File: config.mk
export PLATFORM = sky130hd
export DESIGN_NAME = ais_core
export DESIGN_NICKNAME = d
export VERILOG_FILES = /design/src/ais_pkg.sv /design/src/ais_alu.sv /design/src/ais_file_ram.sv /design/src/ais_core.sv
export VERILOG_INCLUDE_DIRS = /design/src
export SDC_FILE = /design/constraint.sdc
export NUM_CORES = 1
export LEC_CHECK = 0
export BUFFER_PORTS_ARGS = -buffer_cell sky130_fd_sc_hd__buf_2
export CORE_UTILIZATION = 47
export CTS_BUF_LIST = sky130_fd_sc_hd__clkbuf_8
export DETAILED_ROUTE_END_ITERATION = 10
export HOLD_SLACK_MARGIN = 0.15
export SYNTH_ARGS = -nofsm -noshare
export SYNTH_HDL_FRONTEND = slang
export SYNTH_HIERARCHICAL = 1
export SYNTH_SLANG_ARGS = --single-unit
export TNS_END_PERCENT = 5
File: constraint.sdc
create_clock -name I_CLOCK -period 11.05 [get_ports I_CLOCK]
set_clock_uncertainty 0.2 [all_clocks]
set_input_delay 1.6575 -clock I_CLOCK [delete_from_list [all_inputs] [get_ports I_CLOCK]]
set_output_delay 1.6575 -clock I_CLOCK [all_outputs]
set_load 0.02 [all_outputs]
File: src/ais_params.svh
// constants for the accumulator instruction slice: register offsets, field positions, reset values
// assumes inclusion by bare name from the core and the testbench
// How it works
// RULE1 - immediate minus working register, result to working
// RULE2 - table address is pointer bits 2:0 over working
// RULE3 - word upper six bits go to table data high
// RULE4 - program words hold bits 13:8 above low byte
// RULE5 - working register copied to timer0 mode, flags kept
// RULE6 - timer0 mode copied to working, flags kept
// RULE7 - xor with file register 0..63, zero flag only
// RULE8 - target bit 0 to working, 1 to file
// RULE9 - xor with immediate into working, zero flag only
// RULE10 - carry and half-borrow set when no borrow
`ifndef AIS_PARAMS_SVH
`define AIS_PARAMS_SVH
// wishbone word offsets (byte addresses)
`define AIS_ADDR_CMD 8'h00
`define AIS_ADDR_WORK 8'h04
`define AIS_ADDR_STATUS 8'h08
`define AIS_ADDR_TMODE 8'h0c
`define AIS_ADDR_TPH 8'h10
`define AIS_ADDR_TDH 8'h14
`define AIS_ADDR_FILE 8'h18
`define AIS_ADDR_ROM_ADDR 8'h1c
`define AIS_ADDR_ROM_DATA 8'h20
// command register fields
`define AIS_CMD_OP_LSB 0
`define AIS_CMD_OP_MSB 2
`define AIS_CMD_IMM_LSB 8
`define AIS_CMD_IMM_MSB 15
`define AIS_CMD_FADDR_LSB 16
`define AIS_CMD_FADDR_MSB 21
`define AIS_CMD_DEST_BIT 24
// status bit positions
`define AIS_ST_CARRY 0
`define AIS_ST_HALF 1
`define AIS_ST_ZERO 2
`define AIS_ST_BUSY 3
// reset values
`define AIS_RST_BYTE 8'h00
`define AIS_RST_TMODE 8'h00
// pointer bits that extend the table address, and program word field bounds
`define AIS_TPH_USED_MSB 2
`define AIS_ROM_HI_MSB 13
`define AIS_ROM_LO_MSB 7
`endif

File: src/ais_pkg.sv
// types shared by the instruction slice modules
// assumes ais_params.svh holds the numeric constants
package ais_pkg;
	// opcodes of the slice, written into the command register
	typedef enum logic [2:0]
	{
		AIS_OP_NOP = 3'h0,
		AIS_OP_SUB_IMM = 3'h1,
		AIS_OP_TABLE_READ = 3'h2,
		AIS_OP_WORK_TO_TMODE = 3'h3,
		AIS_OP_TMODE_TO_WORK = 3'h4,
		AIS_OP_XOR_FILE = 3'h5,
		AIS_OP_XOR_IMM = 3'h6
	} ais_op_type;
	// execution sequencer states, gray along wait-exec-idle
	typedef enum logic [1:0]
	{
		AIS_ST_IDLE = 2'b00,
		AIS_ST_EXEC = 2'b01,
		AIS_ST_WAIT = 2'b11
	} ais_state_type;
endpackage

File: src/ais_alu.sv
// combinational arithmetic for the slice: subtract and exclusive-or with flags
// assumes operands are stable while the caller samples the outputs
`timescale 1ns/10ps
module ais_alu
(
	input wire logic [7:0] i_lhs,
	input wire logic [7:0] i_rhs,
	input wire logic i_sub,
	output logic [7:0] o_result,
	output logic o_carry,
	output logic o_half,
	output logic o_zero
);
	import ais_pkg::*;
	// nine-bit difference: bit 8 high means no borrow
	wire [8:0] diff = {1'b1, i_lhs} - {1'b0, i_rhs};
	wire [4:0] nib = {1'b1, i_lhs[3:0]} - {1'b0, i_rhs[3:0]};
	// selection of the result by operation
	assign o_result = i_sub ? diff[7:0] : (i_lhs ^ i_rhs); // RULE1 RULE7 RULE9
	assign o_carry = diff[8]; // RULE10
	assign o_half = nib[4]; // RULE10
	assign o_zero = (o_result == 8'h00); // RULE10
endmodule // ais_alu

File: src/ais_file_ram.sv
// file register memory of 64 bytes, one write port and one async read port
// assumes the caller holds address stable for a combinational read
`timescale 1ns/10ps
module ais_file_ram
#(
	parameter int DEPTH = 64
)
(
	input wire logic I_CLOCK,
	input wire logic i_we,
	input wire logic [5:0] i_waddr,
	input wire logic [7:0] i_wdata,
	input wire logic [5:0] i_raddr,
	output logic [7:0] o_rdata
);
	import ais_pkg::*;
	// the address width serves exactly 64 entries, so any other depth is refused at elaboration
	if (DEPTH != 64)
	begin : g_depth_check
		$error("ais_file_ram depth must be 64");
	end
	logic [7:0] mem_ff [0:DEPTH-1]; // file register storage, no reset by design
	// single write port
	always_ff @(posedge I_CLOCK)
	begin
		if (i_we)
			mem_ff[i_waddr] <= i_wdata;
	end
	assign o_rdata = mem_ff[i_raddr];
endmodule // ais_file_ram

File: src/ais_core.sv
// instruction slice of an 8-bit accumulator core, driven from a classic wishbone slave
// assumes an external program memory answering in a fixed one cycle after O_ROM_ADDR changes
`timescale 1ns/10ps
`include "ais_params.svh"
module ais_core
(
	input wire logic I_CLOCK,
	input wire logic I_SRST,
	input wire logic I_WB_CYC,
	input wire logic I_WB_STB,
	input wire logic I_WB_WE,
	input wire logic [7:0] I_WB_ADR,
	input wire logic [3:0] I_WB_SEL,
	input wire logic [31:0] I_WB_DAT,
	output logic [31:0] O_WB_DAT,
	output logic O_WB_ACK,
	output logic [10:0] O_ROM_ADDR,
	input wire logic [13:0] I_ROM_DATA,
	output logic [7:0] O_TIMER0_MODE
);
	import ais_pkg::*;

	// architectural state
	logic [7:0] working_ff; // working register
	logic [7:0] tmode_ff; // timer0 mode register
	logic [7:0] tph_ff; // table pointer high
	logic [5:0] tdh_ff; // table data high
	logic carry_ff, half_ff, zero_ff; // status flags
	logic [10:0] rom_addr_ff; // table address to program memory
	logic [31:0] rd_ff; // bus read data
	logic ack_ff; // bus acknowledge
	ais_state_type state_ff, nxt_state; // sequencer
	ais_op_type op_ff; // latched opcode
	logic [7:0] imm_ff; // latched immediate
	logic [5:0] faddr_ff; // latched file address
	logic dest_ff; // latched result target bit
	logic [5:0] file_ptr_ff; // file window pointer for bus access

	// bus decode: one request, one ack, then ack drops
	wire req = I_WB_CYC & I_WB_STB & ~ack_ff;
	wire wr = req & I_WB_WE & I_WB_SEL[0];
	wire wr_cmd = wr & (I_WB_ADR == `AIS_ADDR_CMD) & (state_ff == AIS_ST_IDLE);
	wire wr_work = wr & (I_WB_ADR == `AIS_ADDR_WORK);
	wire wr_tmode = wr & (I_WB_ADR == `AIS_ADDR_TMODE);
	wire wr_tph = wr & (I_WB_ADR == `AIS_ADDR_TPH);
	wire wr_file = wr & (I_WB_ADR == `AIS_ADDR_FILE);
	wire wr_fptr = wr & (I_WB_ADR == `AIS_ADDR_ROM_ADDR);
	wire wr_status = wr & (I_WB_ADR == `AIS_ADDR_STATUS);

	// command fields from the write data
	wire [2:0] cmd_op = I_WB_DAT[`AIS_CMD_OP_MSB:`AIS_CMD_OP_LSB];
	wire [7:0] cmd_imm = I_WB_DAT[`AIS_CMD_IMM_MSB:`AIS_CMD_IMM_LSB];
	wire [5:0] cmd_faddr = I_WB_DAT[`AIS_CMD_FADDR_MSB:`AIS_CMD_FADDR_LSB];

	// file register memory
	wire [7:0] file_rdata;
	wire exec = (state_ff == AIS_ST_EXEC);
	wire [5:0] ram_raddr = exec ? faddr_ff : file_ptr_ff;
	wire file_wb = exec & (op_ff == AIS_OP_XOR_FILE) & dest_ff; // RULE8
	wire ram_we = file_wb | wr_file;
	wire [5:0] ram_waddr = file_wb ? faddr_ff : file_ptr_ff;
	wire [7:0] alu_res;
	wire [7:0] ram_wdata = file_wb ? alu_res : I_WB_DAT[7:0];
	ais_file_ram #(.DEPTH(64)) u_file
	(
		.I_CLOCK(I_CLOCK),
		.i_we(ram_we),
		.i_waddr(ram_waddr),
		.i_wdata(ram_wdata),
		.i_raddr(ram_raddr),
		.o_rdata(file_rdata)
	);

	// alu operands: subtract takes immediate minus working
	wire is_sub = (op_ff == AIS_OP_SUB_IMM);
	wire [7:0] alu_rhs = (op_ff == AIS_OP_XOR_FILE) ? file_rdata : working_ff;
	wire [7:0] alu_lhs = is_sub ? imm_ff : ((op_ff == AIS_OP_XOR_IMM) ? imm_ff : working_ff);
	wire alu_c, alu_h, alu_z;
	ais_alu u_alu
	(
		.i_lhs(alu_lhs),
		.i_rhs(alu_rhs),
		.i_sub(is_sub),
		.o_result(alu_res),
		.o_carry(alu_c),
		.o_half(alu_h),
		.o_zero(alu_z)
	);

	// read mux, unmapped addresses read as zero
	wire [31:0] status_word = {28'h0000000, (state_ff != AIS_ST_IDLE), zero_ff, half_ff, carry_ff};
	wire [31:0] rd_mux =
		(I_WB_ADR == `AIS_ADDR_CMD) ? {24'h000000, imm_ff} :
		(I_WB_ADR == `AIS_ADDR_WORK) ? {24'h000000, working_ff} :
		(I_WB_ADR == `AIS_ADDR_STATUS) ? status_word :
		(I_WB_ADR == `AIS_ADDR_TMODE) ? {24'h000000, tmode_ff} :
		(I_WB_ADR == `AIS_ADDR_TPH) ? {24'h000000, tph_ff} :
		(I_WB_ADR == `AIS_ADDR_TDH) ? {26'h0, tdh_ff} :
		(I_WB_ADR == `AIS_ADDR_FILE) ? {24'h000000, file_rdata} :
		(I_WB_ADR == `AIS_ADDR_ROM_ADDR) ? {26'h0, file_ptr_ff} :
		(I_WB_ADR == `AIS_ADDR_ROM_DATA) ? {18'h0, I_ROM_DATA} :
		32'h00000000;

	// table address: pointer bits 2:0 above working register
	wire [10:0] tab_addr = {tph_ff[`AIS_TPH_USED_MSB:0], working_ff}; // RULE2

	// sequencer: idle, then a wait for the table word on a table read, then one execute cycle
	always_comb
	begin
		nxt_state = state_ff;
		unique case (state_ff)
			AIS_ST_IDLE: if (wr_cmd) nxt_state = (cmd_op == AIS_OP_TABLE_READ) ? AIS_ST_WAIT : AIS_ST_EXEC;
			AIS_ST_WAIT: nxt_state = AIS_ST_EXEC; // program memory has one cycle latency
			AIS_ST_EXEC: nxt_state = AIS_ST_IDLE;
			default: nxt_state = AIS_ST_IDLE;
		endcase
	end

	// bus handshake and sequencer state
	always_ff @(posedge I_CLOCK)
	begin
		if (I_SRST)
		begin
			ack_ff <= 1'b0;
			rd_ff <= 32'h00000000;
			state_ff <= AIS_ST_IDLE;
		end
		else
		begin
			ack_ff <= req;
			// read data only moves on a read, so it stands across later writes
			rd_ff <= (req & ~I_WB_WE) ? rd_mux : rd_ff;
			state_ff <= nxt_state;
		end
	end

	// command latch
	always_ff @(posedge I_CLOCK)
	begin
		if (I_SRST)
		begin
			op_ff <= AIS_OP_NOP;
			imm_ff <= `AIS_RST_BYTE;
			faddr_ff <= 6'h00;
			dest_ff <= 1'b0;
		end
		else if (wr_cmd)
		begin
			op_ff <= ais_op_type'(cmd_op);
			imm_ff <= cmd_imm;
			faddr_ff <= cmd_faddr;
			dest_ff <= I_WB_DAT[`AIS_CMD_DEST_BIT];
		end
	end

	// working register: bus writes lose to execution in the same cycle
	always_ff @(posedge I_CLOCK)
	begin
		if (I_SRST)
			working_ff <= `AIS_RST_BYTE;
		else if (exec && (is_sub || op_ff == AIS_OP_XOR_IMM)) // RULE1 RULE9
			working_ff <= alu_res;
		else if (exec && op_ff == AIS_OP_XOR_FILE && !dest_ff) // RULE8
			working_ff <= alu_res;
		else if (exec && op_ff == AIS_OP_TMODE_TO_WORK) // RULE6
			working_ff <= tmode_ff;
		else if (exec && op_ff == AIS_OP_TABLE_READ) // RULE2
			working_ff <= I_ROM_DATA[`AIS_ROM_LO_MSB:0];
		else if (wr_work)
			working_ff <= I_WB_DAT[7:0];
	end

	// timer0 mode register, pointer and table data high
	always_ff @(posedge I_CLOCK)
	begin
		if (I_SRST)
		begin
			tmode_ff <= `AIS_RST_TMODE;
			tph_ff <= `AIS_RST_BYTE;
			tdh_ff <= 6'h00;
			file_ptr_ff <= 6'h00;
			rom_addr_ff <= 11'h000;
		end
		else
		begin
			if (exec && op_ff == AIS_OP_WORK_TO_TMODE) // RULE5
				tmode_ff <= working_ff;
			else if (wr_tmode)
				tmode_ff <= I_WB_DAT[7:0];
			if (wr_tph)
				tph_ff <= I_WB_DAT[7:0];
			if (exec && op_ff == AIS_OP_TABLE_READ) // RULE3 RULE4
				tdh_ff <= I_ROM_DATA[`AIS_ROM_HI_MSB:`AIS_ROM_LO_MSB+1];
			if (wr_fptr)
				file_ptr_ff <= I_WB_DAT[5:0];
			rom_addr_ff <= tab_addr;
		end
	end

	// status flags: only subtract and bus status writes touch carry and half-borrow
	always_ff @(posedge I_CLOCK)
	begin
		if (I_SRST)
		begin
			carry_ff <= 1'b0;
			half_ff <= 1'b0;
			zero_ff <= 1'b0;
		end
		else if (exec && is_sub) // RULE1 RULE10
		begin
			carry_ff <= alu_c;
			half_ff <= alu_h;
			zero_ff <= alu_z;
		end
		else if (exec && (op_ff == AIS_OP_XOR_FILE || op_ff == AIS_OP_XOR_IMM)) // RULE7 RULE9
			zero_ff <= alu_z;
		else if (wr_status)
		begin
			carry_ff <= I_WB_DAT[`AIS_ST_CARRY];
			half_ff <= I_WB_DAT[`AIS_ST_HALF];
			zero_ff <= I_WB_DAT[`AIS_ST_ZERO];
		end
	end

	// outputs straight from flip-flops
	assign O_WB_ACK = ack_ff;
	assign O_WB_DAT = rd_ff;
	assign O_ROM_ADDR = rom_addr_ff;
	assign O_TIMER0_MODE = tmode_ff;
endmodule // ais_core

# After elaboration in Yosys (flattened, before gate mapping)
# Memories as Yosys holds them, arrays and structs flattened.
# Cells that the tools add are included.
# totals
regBits	103
ram_bits	512
inputBits	63
output_inout_bits	52
n_memories	1
# memory_table
name	depth	word_bits	rd	rd_ports_with_merged_regs	wr	line	source
u_file.mem_ff	64	8	1	0	1	ais_file_ram.sv:22	logic [7:0] mem_ff [0:DEPTH-1];
# op_classes
n_addsub	2
eq_ne	19
n_mux	37
bitwise	19
n_reduce_logical	20
# ops
operator	n
14-bit two-way mux	9
8-bit two-way mux	12
8-bit by 5-bit equality test with 1-bit output, second input constant	4
8-bit by 4-bit equality test with 1-bit output, second input constant	2
8-bit zero test	2
1-bit AND	15
6-bit two-way mux	2
1-bit two-way mux	11
3-bit by 2-bit equality test with 1-bit output, second input constant	3
3-bit equality test, second input constant	3
9-bit by 8-bit subtractor with 9-bit output	1
8-bit by 3-bit equality test with 1-bit output, second input constant	1
8-bit by 6-bit equality test with 1-bit output, second input constant	1
1-bit logical AND	8
8-bit bitwise XOR	1
2-bit nonzero test	3
5-bit nonzero test	1
5-bit by 4-bit subtractor with 5-bit output	1
2-bit two-way mux	2
2-bit != test, second input constant	2
2-bit one-hot mux with 2 select lines	1
3-bit by 1-bit equality test with 1-bit output, second input constant	1
3-bit nonzero test	1
2-bit by 1-bit equality test with 1-bit output, second input constant	1
other kinds (7)	9

# Depth between registers and ports, before layout
# Gate-level depths: netlist of run 1.
# depth
word_depth	10
ltp_mapped	24
ltp_nobuf	19

# By module
# Netlist of run 1, hierarchy kept.
# modules_own_cells
mod	n_inst	cells_each	area_each_um2	seq_area_each_um2
ais_file_ram	1	932	20006.7	15374.7
ais_core	1	527	4734.5	1701.6
ais_alu	1	75	544.3	0.0

# Worst setup path after synthesis of run 1
# Ideal clock, no wire load.
# synth_path
path_kind	reg-to-reg
from	register state_ff[1]
to	memory u_file.mem_ff[0][6] (data pin)
arrival_time_ps	4839
t_required_ps	10561
slack_ps	5722
stages_incl_launch_ff	22
n_path_buf	6
synth_period_minus_slack_ps	5328
path_cell_list	dfxtp_1 inv_1 ha_1 clkbuf_1 mux2_2 buf_6 buf_12 buf_12 buf_4 buf_4 mux2i_1 a22oi_1 a221oi_1 o2bb2ai_1 mux2_2 ha_1 fa_1 and2b_4 o221a_4 nor3_2 nor3b_2 mux2_2
# synth_via
elab_chain_len	7
# synth_lines
item	line	source
start: declaration	ais_core.sv:32	ais_state_type state_ff, nxt_state;
start signal: assignment	ais_core.sv:133	state_ff <= nxt_state;
2-bit by 1-bit equality test with 1-bit output	ais_core.sv:57	wire exec = (state_ff == AIS_ST_EXEC);
6-bit two-way mux	ais_core.sv:58	wire [5:0] ram_raddr = exec ? faddr_ff : file_ptr_ff;
named net ram_raddr[0]	ais_core.sv:58	
memory 64 x 8 bit	n/a	
named net file_rdata[0]	ais_core.sv:56	wire [7:0] file_rdata;
8-bit two-way mux	ais_core.sv:76	wire [7:0] alu_rhs = (op_ff == AIS_OP_XOR_FILE) ? file_rdata : working_ff;
named net alu_rhs[0]	ais_core.sv:76	
9-bit by 8-bit subtractor with 9-bit output	ais_alu.sv:16	wire [8:0] diff = {1'b1, i_lhs} - {1'b0, i_rhs};
8-bit two-way mux	ais_alu.sv:19	assign o_result = i_sub ? diff[7:0] : (i_lhs ^ i_rhs);
named net alu_res[6]	ais_core.sv:62	wire [7:0] alu_res;
8-bit two-way mux	ais_core.sv:63	wire [7:0] ram_wdata = file_wb ? alu_res : I_WB_DAT[7:0];
named net ram_wdata[6]	ais_core.sv:63	
end: declaration	ais_file_ram.sv:22	
# The timed path passes the listed nets, and every way through them passes these cells.

# Final worst setup path of run 1
# layout_path
from	register state_ff[1]
to	memory u_file.mem_ff[61][6] (data pin)
# The elaborated chain is that of the path after synthesis.

==> flow_summary.yaml, run 1 <==
clocking:
  cts.sinks: 597
  cts_setup_buffers: 0
  clk_pin_slew_ns: 0.06
  holdBufCountCts: 0
  cts_buffers: 98
  cts_tree: "yes"
  clock_tree.root_cell: "clkbuf_8"
  htreeDepth: 3
  insertion_delay_ns: 0.69
  cts_resized: 0
  clock_path_buffers: 3
yosys:
  syn_avg_cell_area_um2: 16.5
  yosysTopAreaCellShare_pct: 60.8
  synth_flop_cell: "edfxtp_1"
  async_flop_share_pct: 0
  yosysWarnings: 6
  synth_edf_count: 512
  synth.distinct_cells: 77
  synth_seq_area_share_pct: 67.5
  syn-cell-area_um2: 25300
  synth_cells: 1534
  synth_top_area_cell: "edfxtp_1"
  synth_area_leaders: "edfxtp_1 (61%), mux4_2 (11%), dfxtp_1 (6.7%)"
  ys_ff_latch: 597
worst_setup_path:
  arrival_ns: 7.95
  crit_path_end_kind: "flip-flop"
  cp_slowest_stage_delay_ns: 1.01
  path_buf_inv: 4
  cpLargestDelayFamily: "multiplexers"
  path_class: "reg2reg"
  critPathSlowestCell: "a2111oi_1"
  start_kind: "flip-flop"
  cp_cell_sequence: "inv_1 -> ha_1 -> mux2_8 -> buf_4 -> mux4_2 -> nor2b_1 -> a2111oi_1 -> o41ai_1 -> mux2_2 -> inv_1 -> ha_1 -> o221a_4 -> o21bai_1 -> nor3b_2 -> mux2_2 -> buf_4"
  cp.required_ns: 11.24
  crit_fanout: 48
timing:
  fin_setup_tns_ns: 0
  period_needed_ns: 7.77
  maxSlewViolCount: 0
  tightest_slew_ns: 1.21
  setup_ws_ns: 3.28
  setup_violations: 0
  hold_violations: 0
  max_slew_margin_pct: 19.4
  clock.fmax_mhz: 129
  rsz0062_at_grt: "false"
  timing.final.crit_share_pct: 70.3
detailed_routing:
  drtPass1Iterations: 10
  antenna_left: 0
  wl_per_cell_um: 25.1
  drc_errors: 16
  drt-initial-drc-count: 1324
  vias: 14200
  wirelength_um: 60500
  routed_via_density: 5.90
global_routing:
  grt_max_degree: 98
  gr-total-overflow: 0
  antenna_found_initial: 1
  grt_pass1_wl_um: 89200
  track_usage_pct: 22.5
  first_global_vias: 13900
floorplan:
  die_y_um: 234
  die_x_um: 234
  core_area_um2: 52900
  dieArea_um2: 54700
  top_level_ports: 115
  start_util_pct: 47.8
  rows: 84
flow_run:
  cap_viol_max_count: 0
pwr:
  peakVddDrop_mv: 0.0967
  p_leak_nw: 9.09
  power_density_nw_per_um2: 154
place:
  io_buffers: 84
  gp_congestion: 0.905
  pre_cts_slack_ns: 3.30
  dp_hpwl_um: 37500
final_layout:
  nets: 1721
  multiInputGateArea_um2: 7580
  ff_latch_area_um2: 17100
  nFillCells: 4302
  area_growth_pct: 10.5
  drive_gt1_share_pct: 24.1
run_status:
  violations: "DRC"
  status: "finished, violations left"
min_path:
  hold_class: "reg2reg"
==> kinds of logic (layout without fill, tap and decap cells) <==
| logic type | Yosys count | count (layout) | share of synthesized area (%) |
|---|---|---|---|
| flip-flops | 597 | 597 | 67.5 |
| AND/OR/NAND/NOR | 348 | 348 | 6.67 |
| buffers and inverters | 124 | 292 | 2.83 |
| multiplexers | 261 | 261 | 16.8 |
| other | 1 | 19 | 0.0148 |
| XOR/XNOR | 7 | 7 | 0.242 |
| AO/OA/AOI/OAI | 185 | 185 | 5.32 |
| adder cells (fa/ha/maj) | 11 | 11 | 0.574 |
==> layout make-up <==
class / instances / share of cell area (%)
Clock buffer: 105 / 5.17
Sequential cell: 597 / 61.1
Antenna cell: 1 / 0.00896
Tap cell: 688 / 3.08
Clock inverter: 67 / 1.16
Timing Repair Buffer: 103 / 2.06
Multi-Input combinational cell: 830 / 27.1
Inverter: 17 / 0.228
==> cell usage in the layout (no fill, tap or decap), types with 9 or more instances in the layout <==
master	count
buf_4	18
conb_1	18
mux2_2	47
a2111oi_0	9
nand2b_1	15
clkbuf_8	105
a21oi_1	25
o2bb2ai_1	15
a211oi_1	14
a22oi_1	9
mux2i_1	85
inv_1	50
clkinv_1	21
o21ai_0	38
nor3_1	13
mux4_2	126
edfxtp_1	512
buf_2	84
nor2_1	171
nor2b_1	32
nand3_1	20
dfxtp_1	85
clkinv_2	9
ha_1	10
nand2_1	51
o221ai_1	9
==> state kept, by name (all words and copies together), names as in the netlist, 2 cells and up <==
register	flops
O_ROM_ADDR	11
O_TIMER0_MODE	8
O_WB_DAT	14
faddr_ff	6
file_ptr_ff	6
imm_ff	8
op_ff	3
state_ff	2
tdh_ff	6
tph_ff	8
u_file/mem_ff	512
working_ff	8
==> worst paths after layout <==
check	slack (ns)	end	startpoint	depth (start not counted)
worst max-delay path	3.28	u_file/mem_ff[61][6]	state_ff[1]	16
worst min-delay path	0.25	O_WB_DAT[6]	O_WB_DAT[6]	2
worst max register to register	3.28	u_file/mem_ff[61][6]	state_ff[1]	16
worst min register to register	0.25	O_WB_DAT[6]	O_WB_DAT[6]	2
==> per-stage QoR <==
step	std cells	cell area, um2	total power [W]	utilization [%]	hold slack [ns]
after floorplan	1551	25300	0.00254	-	0.233
after global placement	2235	26200	0.00258	49.5	0.256
after detailed placement	2235	26200	0.00258	49.5	0.241
after CTS	2407	27900	0.00434	52.8	0.255
after global routing	2408	27900	0.00444	52.8	0.299
final	2408	27900	0.00429	52.8	0.252
==> cells in the mapped netlist, types with 14 or more instances <==
master     count
dfxtp_1       85
clkbuf_1      40
buf_4         32
o2bb2ai_1     15
o21ai_0       38
mux4_2       126
inv_1         17
a211oi_1      14
nand2b_1      15
buf_2         18
a21oi_1       25
edfxtp_1     512
nand2_1       51
mux2_2        50
mux2i_1       85
nand3_1       20
nor2_1       171
nor2b_1       32
==> worst reg2reg max path, stage by stage, from the launching register on <==
cell,delay (ns)
dfxtp_1,0.31
inv_1,0.07
ha_1,0.64
mux2_8,0.66
buf_4,0.82
mux4_2,0.63
nor2b_1,0.15
a2111oi_1,1.01
o41ai_1,0.33
mux2_2,0.34
inv_1,0.06
ha_1,0.31
o221a_4,0.34
o21bai_1,0.14
nor3b_2,0.39
mux2_2,0.51
buf_4,0.50
==> metal layers <==
metal | vias up | GRT usage (%) | share of wire [%]
li1 | 6276 | - | -
met1 | 7314 | 31.1 | 43
met2 | 523 | 35.5 | 48
met3 | 105 | 4.82 | 6.5
met4 | 0 | 7.35 | 2.4
met5 | - | 0 | 0
==> power by group <==
part | internal, W | switching, W
Sequential | 0.00244 | 0.000000435
Combinational | 0.0000182 | 0.0000697
Clock | 0.000914 | 0.000847
No activity file was read; power rests on OpenSTA's default activity.
==> inputs of run 2 (changes only) <==
==> constraint.sdc (replaced) <==
create_clock -name I_CLOCK -period 8.15 [get_ports I_CLOCK]
set_clock_uncertainty 0.2 [all_clocks]
set_input_delay 1.2225 -clock I_CLOCK [delete_from_list [all_inputs] [get_ports I_CLOCK]]
set_output_delay 1.2225 -clock I_CLOCK [all_outputs]
set_load 0.02 [all_outputs]
==> run 2 against run 1 <==
Compared with the run above:
- the flow still finishes with violations (DRC)
- final area rose by 0.45%
- die area did not move
- sequential share of layout area shrank 0.28 points
- setup slack worse by 2.1 ns
- flip-flop and latch count did not move
- highest routed layer is now met5
==> flow_summary.yaml, run 2 (synthesis results as in run 1) <==
floorplan:
  die_x_um: 234
  core_area_um2: 52900
  dieArea_um2: 54700
  die_y_um: 234
  top_level_ports: 115
  rows: 84
  start_util_pct: 47.8
worst_setup_path:
  start_kind: "flip-flop"
  crit_fanout: 77
  crit_path_end_kind: "flip-flop"
  arrival_ns: 7.10
  cp.required_ns: 8.33
  path_class: "reg2reg"
timing:
  tightest_slew_ns: 1.20
  rsz0062_at_grt: "false"
  timing.final.crit_share_pct: 85.0
  fin_setup_tns_ns: 0
  max_slew_margin_pct: 17.6
  period_needed_ns: 6.92
  maxSlewViolCount: 0
  setup_violations: 0
  hold_ws_ns: 0.275
  hold_violations: 0
  clock.fmax_mhz: 144
pwr:
  clkPwrFrac_pct: 42.1
  power_density_nw_per_um2: 212
  swShare_pct: 21.4
  comb_power_share_pct: 2.0
  power_switching_w: 0.00127
  p_leak_nw: 9.15
  p_seq_share_pct: 55.9
  finalPower_w: 0.00593
  p_int_w: 0.00466
  peakVddDrop_mv: 0.124
global_routing:
  grt_max_degree: 80
  gr-total-overflow: 0
  first_global_vias: 14200
  track_usage_pct: 22.9
  grt_pass1_wl_um: 91200
  antenna_found_initial: 2
place:
  dp_cells: 2241
  gp_congestion: 0.923
  dp_hpwl_um: 38600
  io_buffers: 84
detailed_routing:
  wl_per_cell_um: 25.4
  wirelength_um: 61400
  routed_via_density: 5.92
  vias: 14300
  drt-initial-drc-count: 1411
  drc_errors: 16
  antenna_left: 0
  drtPass1Iterations: 8
final_layout:
  area_growth_pct: 11.0
  layout_common_cells: "edfxtp_1 (512), nor2_1 (171), mux4_2 (126)"
  stdcell_count: 2415
  drive_gt1_share_pct: 24.7
  largest_reg_flops: 512
  nets: 1729
  top_register: "u_file/mem_ff"
  layout_commonest_cell: "edfxtp_1"
  finish.utilization_pct: 53.1
clocking:
  clock_tree.root_cell: "clkbuf_8"
  cts_buffers: 99
  cts_setup_buffers: 0
  cts_resized: 0
  insertion_delay_ns: 0.68
  clock_path_buffers: 3
  cts.sinks: 597
  holdBufCountCts: 0
  cts_tree: "yes"
  htreeDepth: 3
  clk_pin_slew_ns: 0.06
run_status:
  violations: "DRC"
  status: "finished, violations left"
flow_run:
  cap_viol_max_count: 0
min_path:
  hold_class: "reg2reg"
run 2: cell count changes in the layout (fill, tap and decap cells not counted), sizes merged:
cell / change
buf: +6
bufinv: +3
clkbuf: -1
inv: -1
run 2: layout make-up:
cell class              count  area [um2]
flip-flops and latches    597       17100
diodes                      1        2.50
repair buffers            110         626
fillers                  4287       24800
inverters                  17        63.8
multi-input cells         830        7580
clock buffers             103        1420
clock inverters            69         428
well taps                 688         861
run 2: final timing paths:
kind | slack [ns] | startpoint | depth (start not counted) | endpoint
setup / recovery | 1.23 | state_ff[1] | 19 | u_file/mem_ff[36][5]
hold / removal | 0.28 | O_WB_DAT[5] | 2 | O_WB_DAT[5]
setup reg to reg | 1.23 | state_ff[1] | 19 | u_file/mem_ff[36][5]
hold reg to reg | 0.28 | O_WB_DAT[5] | 2 | O_WB_DAT[5]
run 2: metrics by stage:
stage | setup slack [ns] | instance area (um2)
after global routing | 0.868 | 28100
after CTS | 1.23 | 28000
after detailed placement | 1.28 | 26200
final | 1.23 | 28100
after floorplan | 2.82 | 25300
after global placement | 1.41 | 26200
run 2: layer usage:
metal | up-vias | track usage (%) | part of all wire, %
li1 | 6298 | - | -
met1 | 7361 | 32.4 | 44
met2 | 525 | 35.7 | 47
met3 | 103 | 4.17 | 6.4
met4 | 2 | 8.50 | 2.6
met5 | - | 0 | 0.021
run 2: critical path, cell delays in order (launching register included):
cell and delay, ns:
dfxtp_1 0.33, inv_1 0.06, ha_1 0.17, buf_4 0.21
mux2_8 0.82, buf_12 0.38, buf_4 0.29, mux4_2 0.54
mux4_2 0.53, nor2_1 0.14, o32ai_1 0.20, mux2_2 0.32
inv_1 0.05, ha_1 0.31, a21oi_1 0.26, nand2_1 0.10
o21a_1 0.24, nor2_1 0.19, mux2_2 0.46, buf_4 0.53
run 2: power groups by stage:
stage / sequential (W) / combinational, W / clock, W
2_1_floorplan: 0.00338 / 0.0000681 / 0
3_3_place_gp: 0.00338 / 0.000117 / 0
4_1_cts: 0.00331 / 0.000122 / 0.00256
3_5_place_dp: 0.00338 / 0.000121 / 0
5_1_grt: 0.00331 / 0.000130 / 0.00270
6_report: 0.00331 / 0.000121 / 0.00250
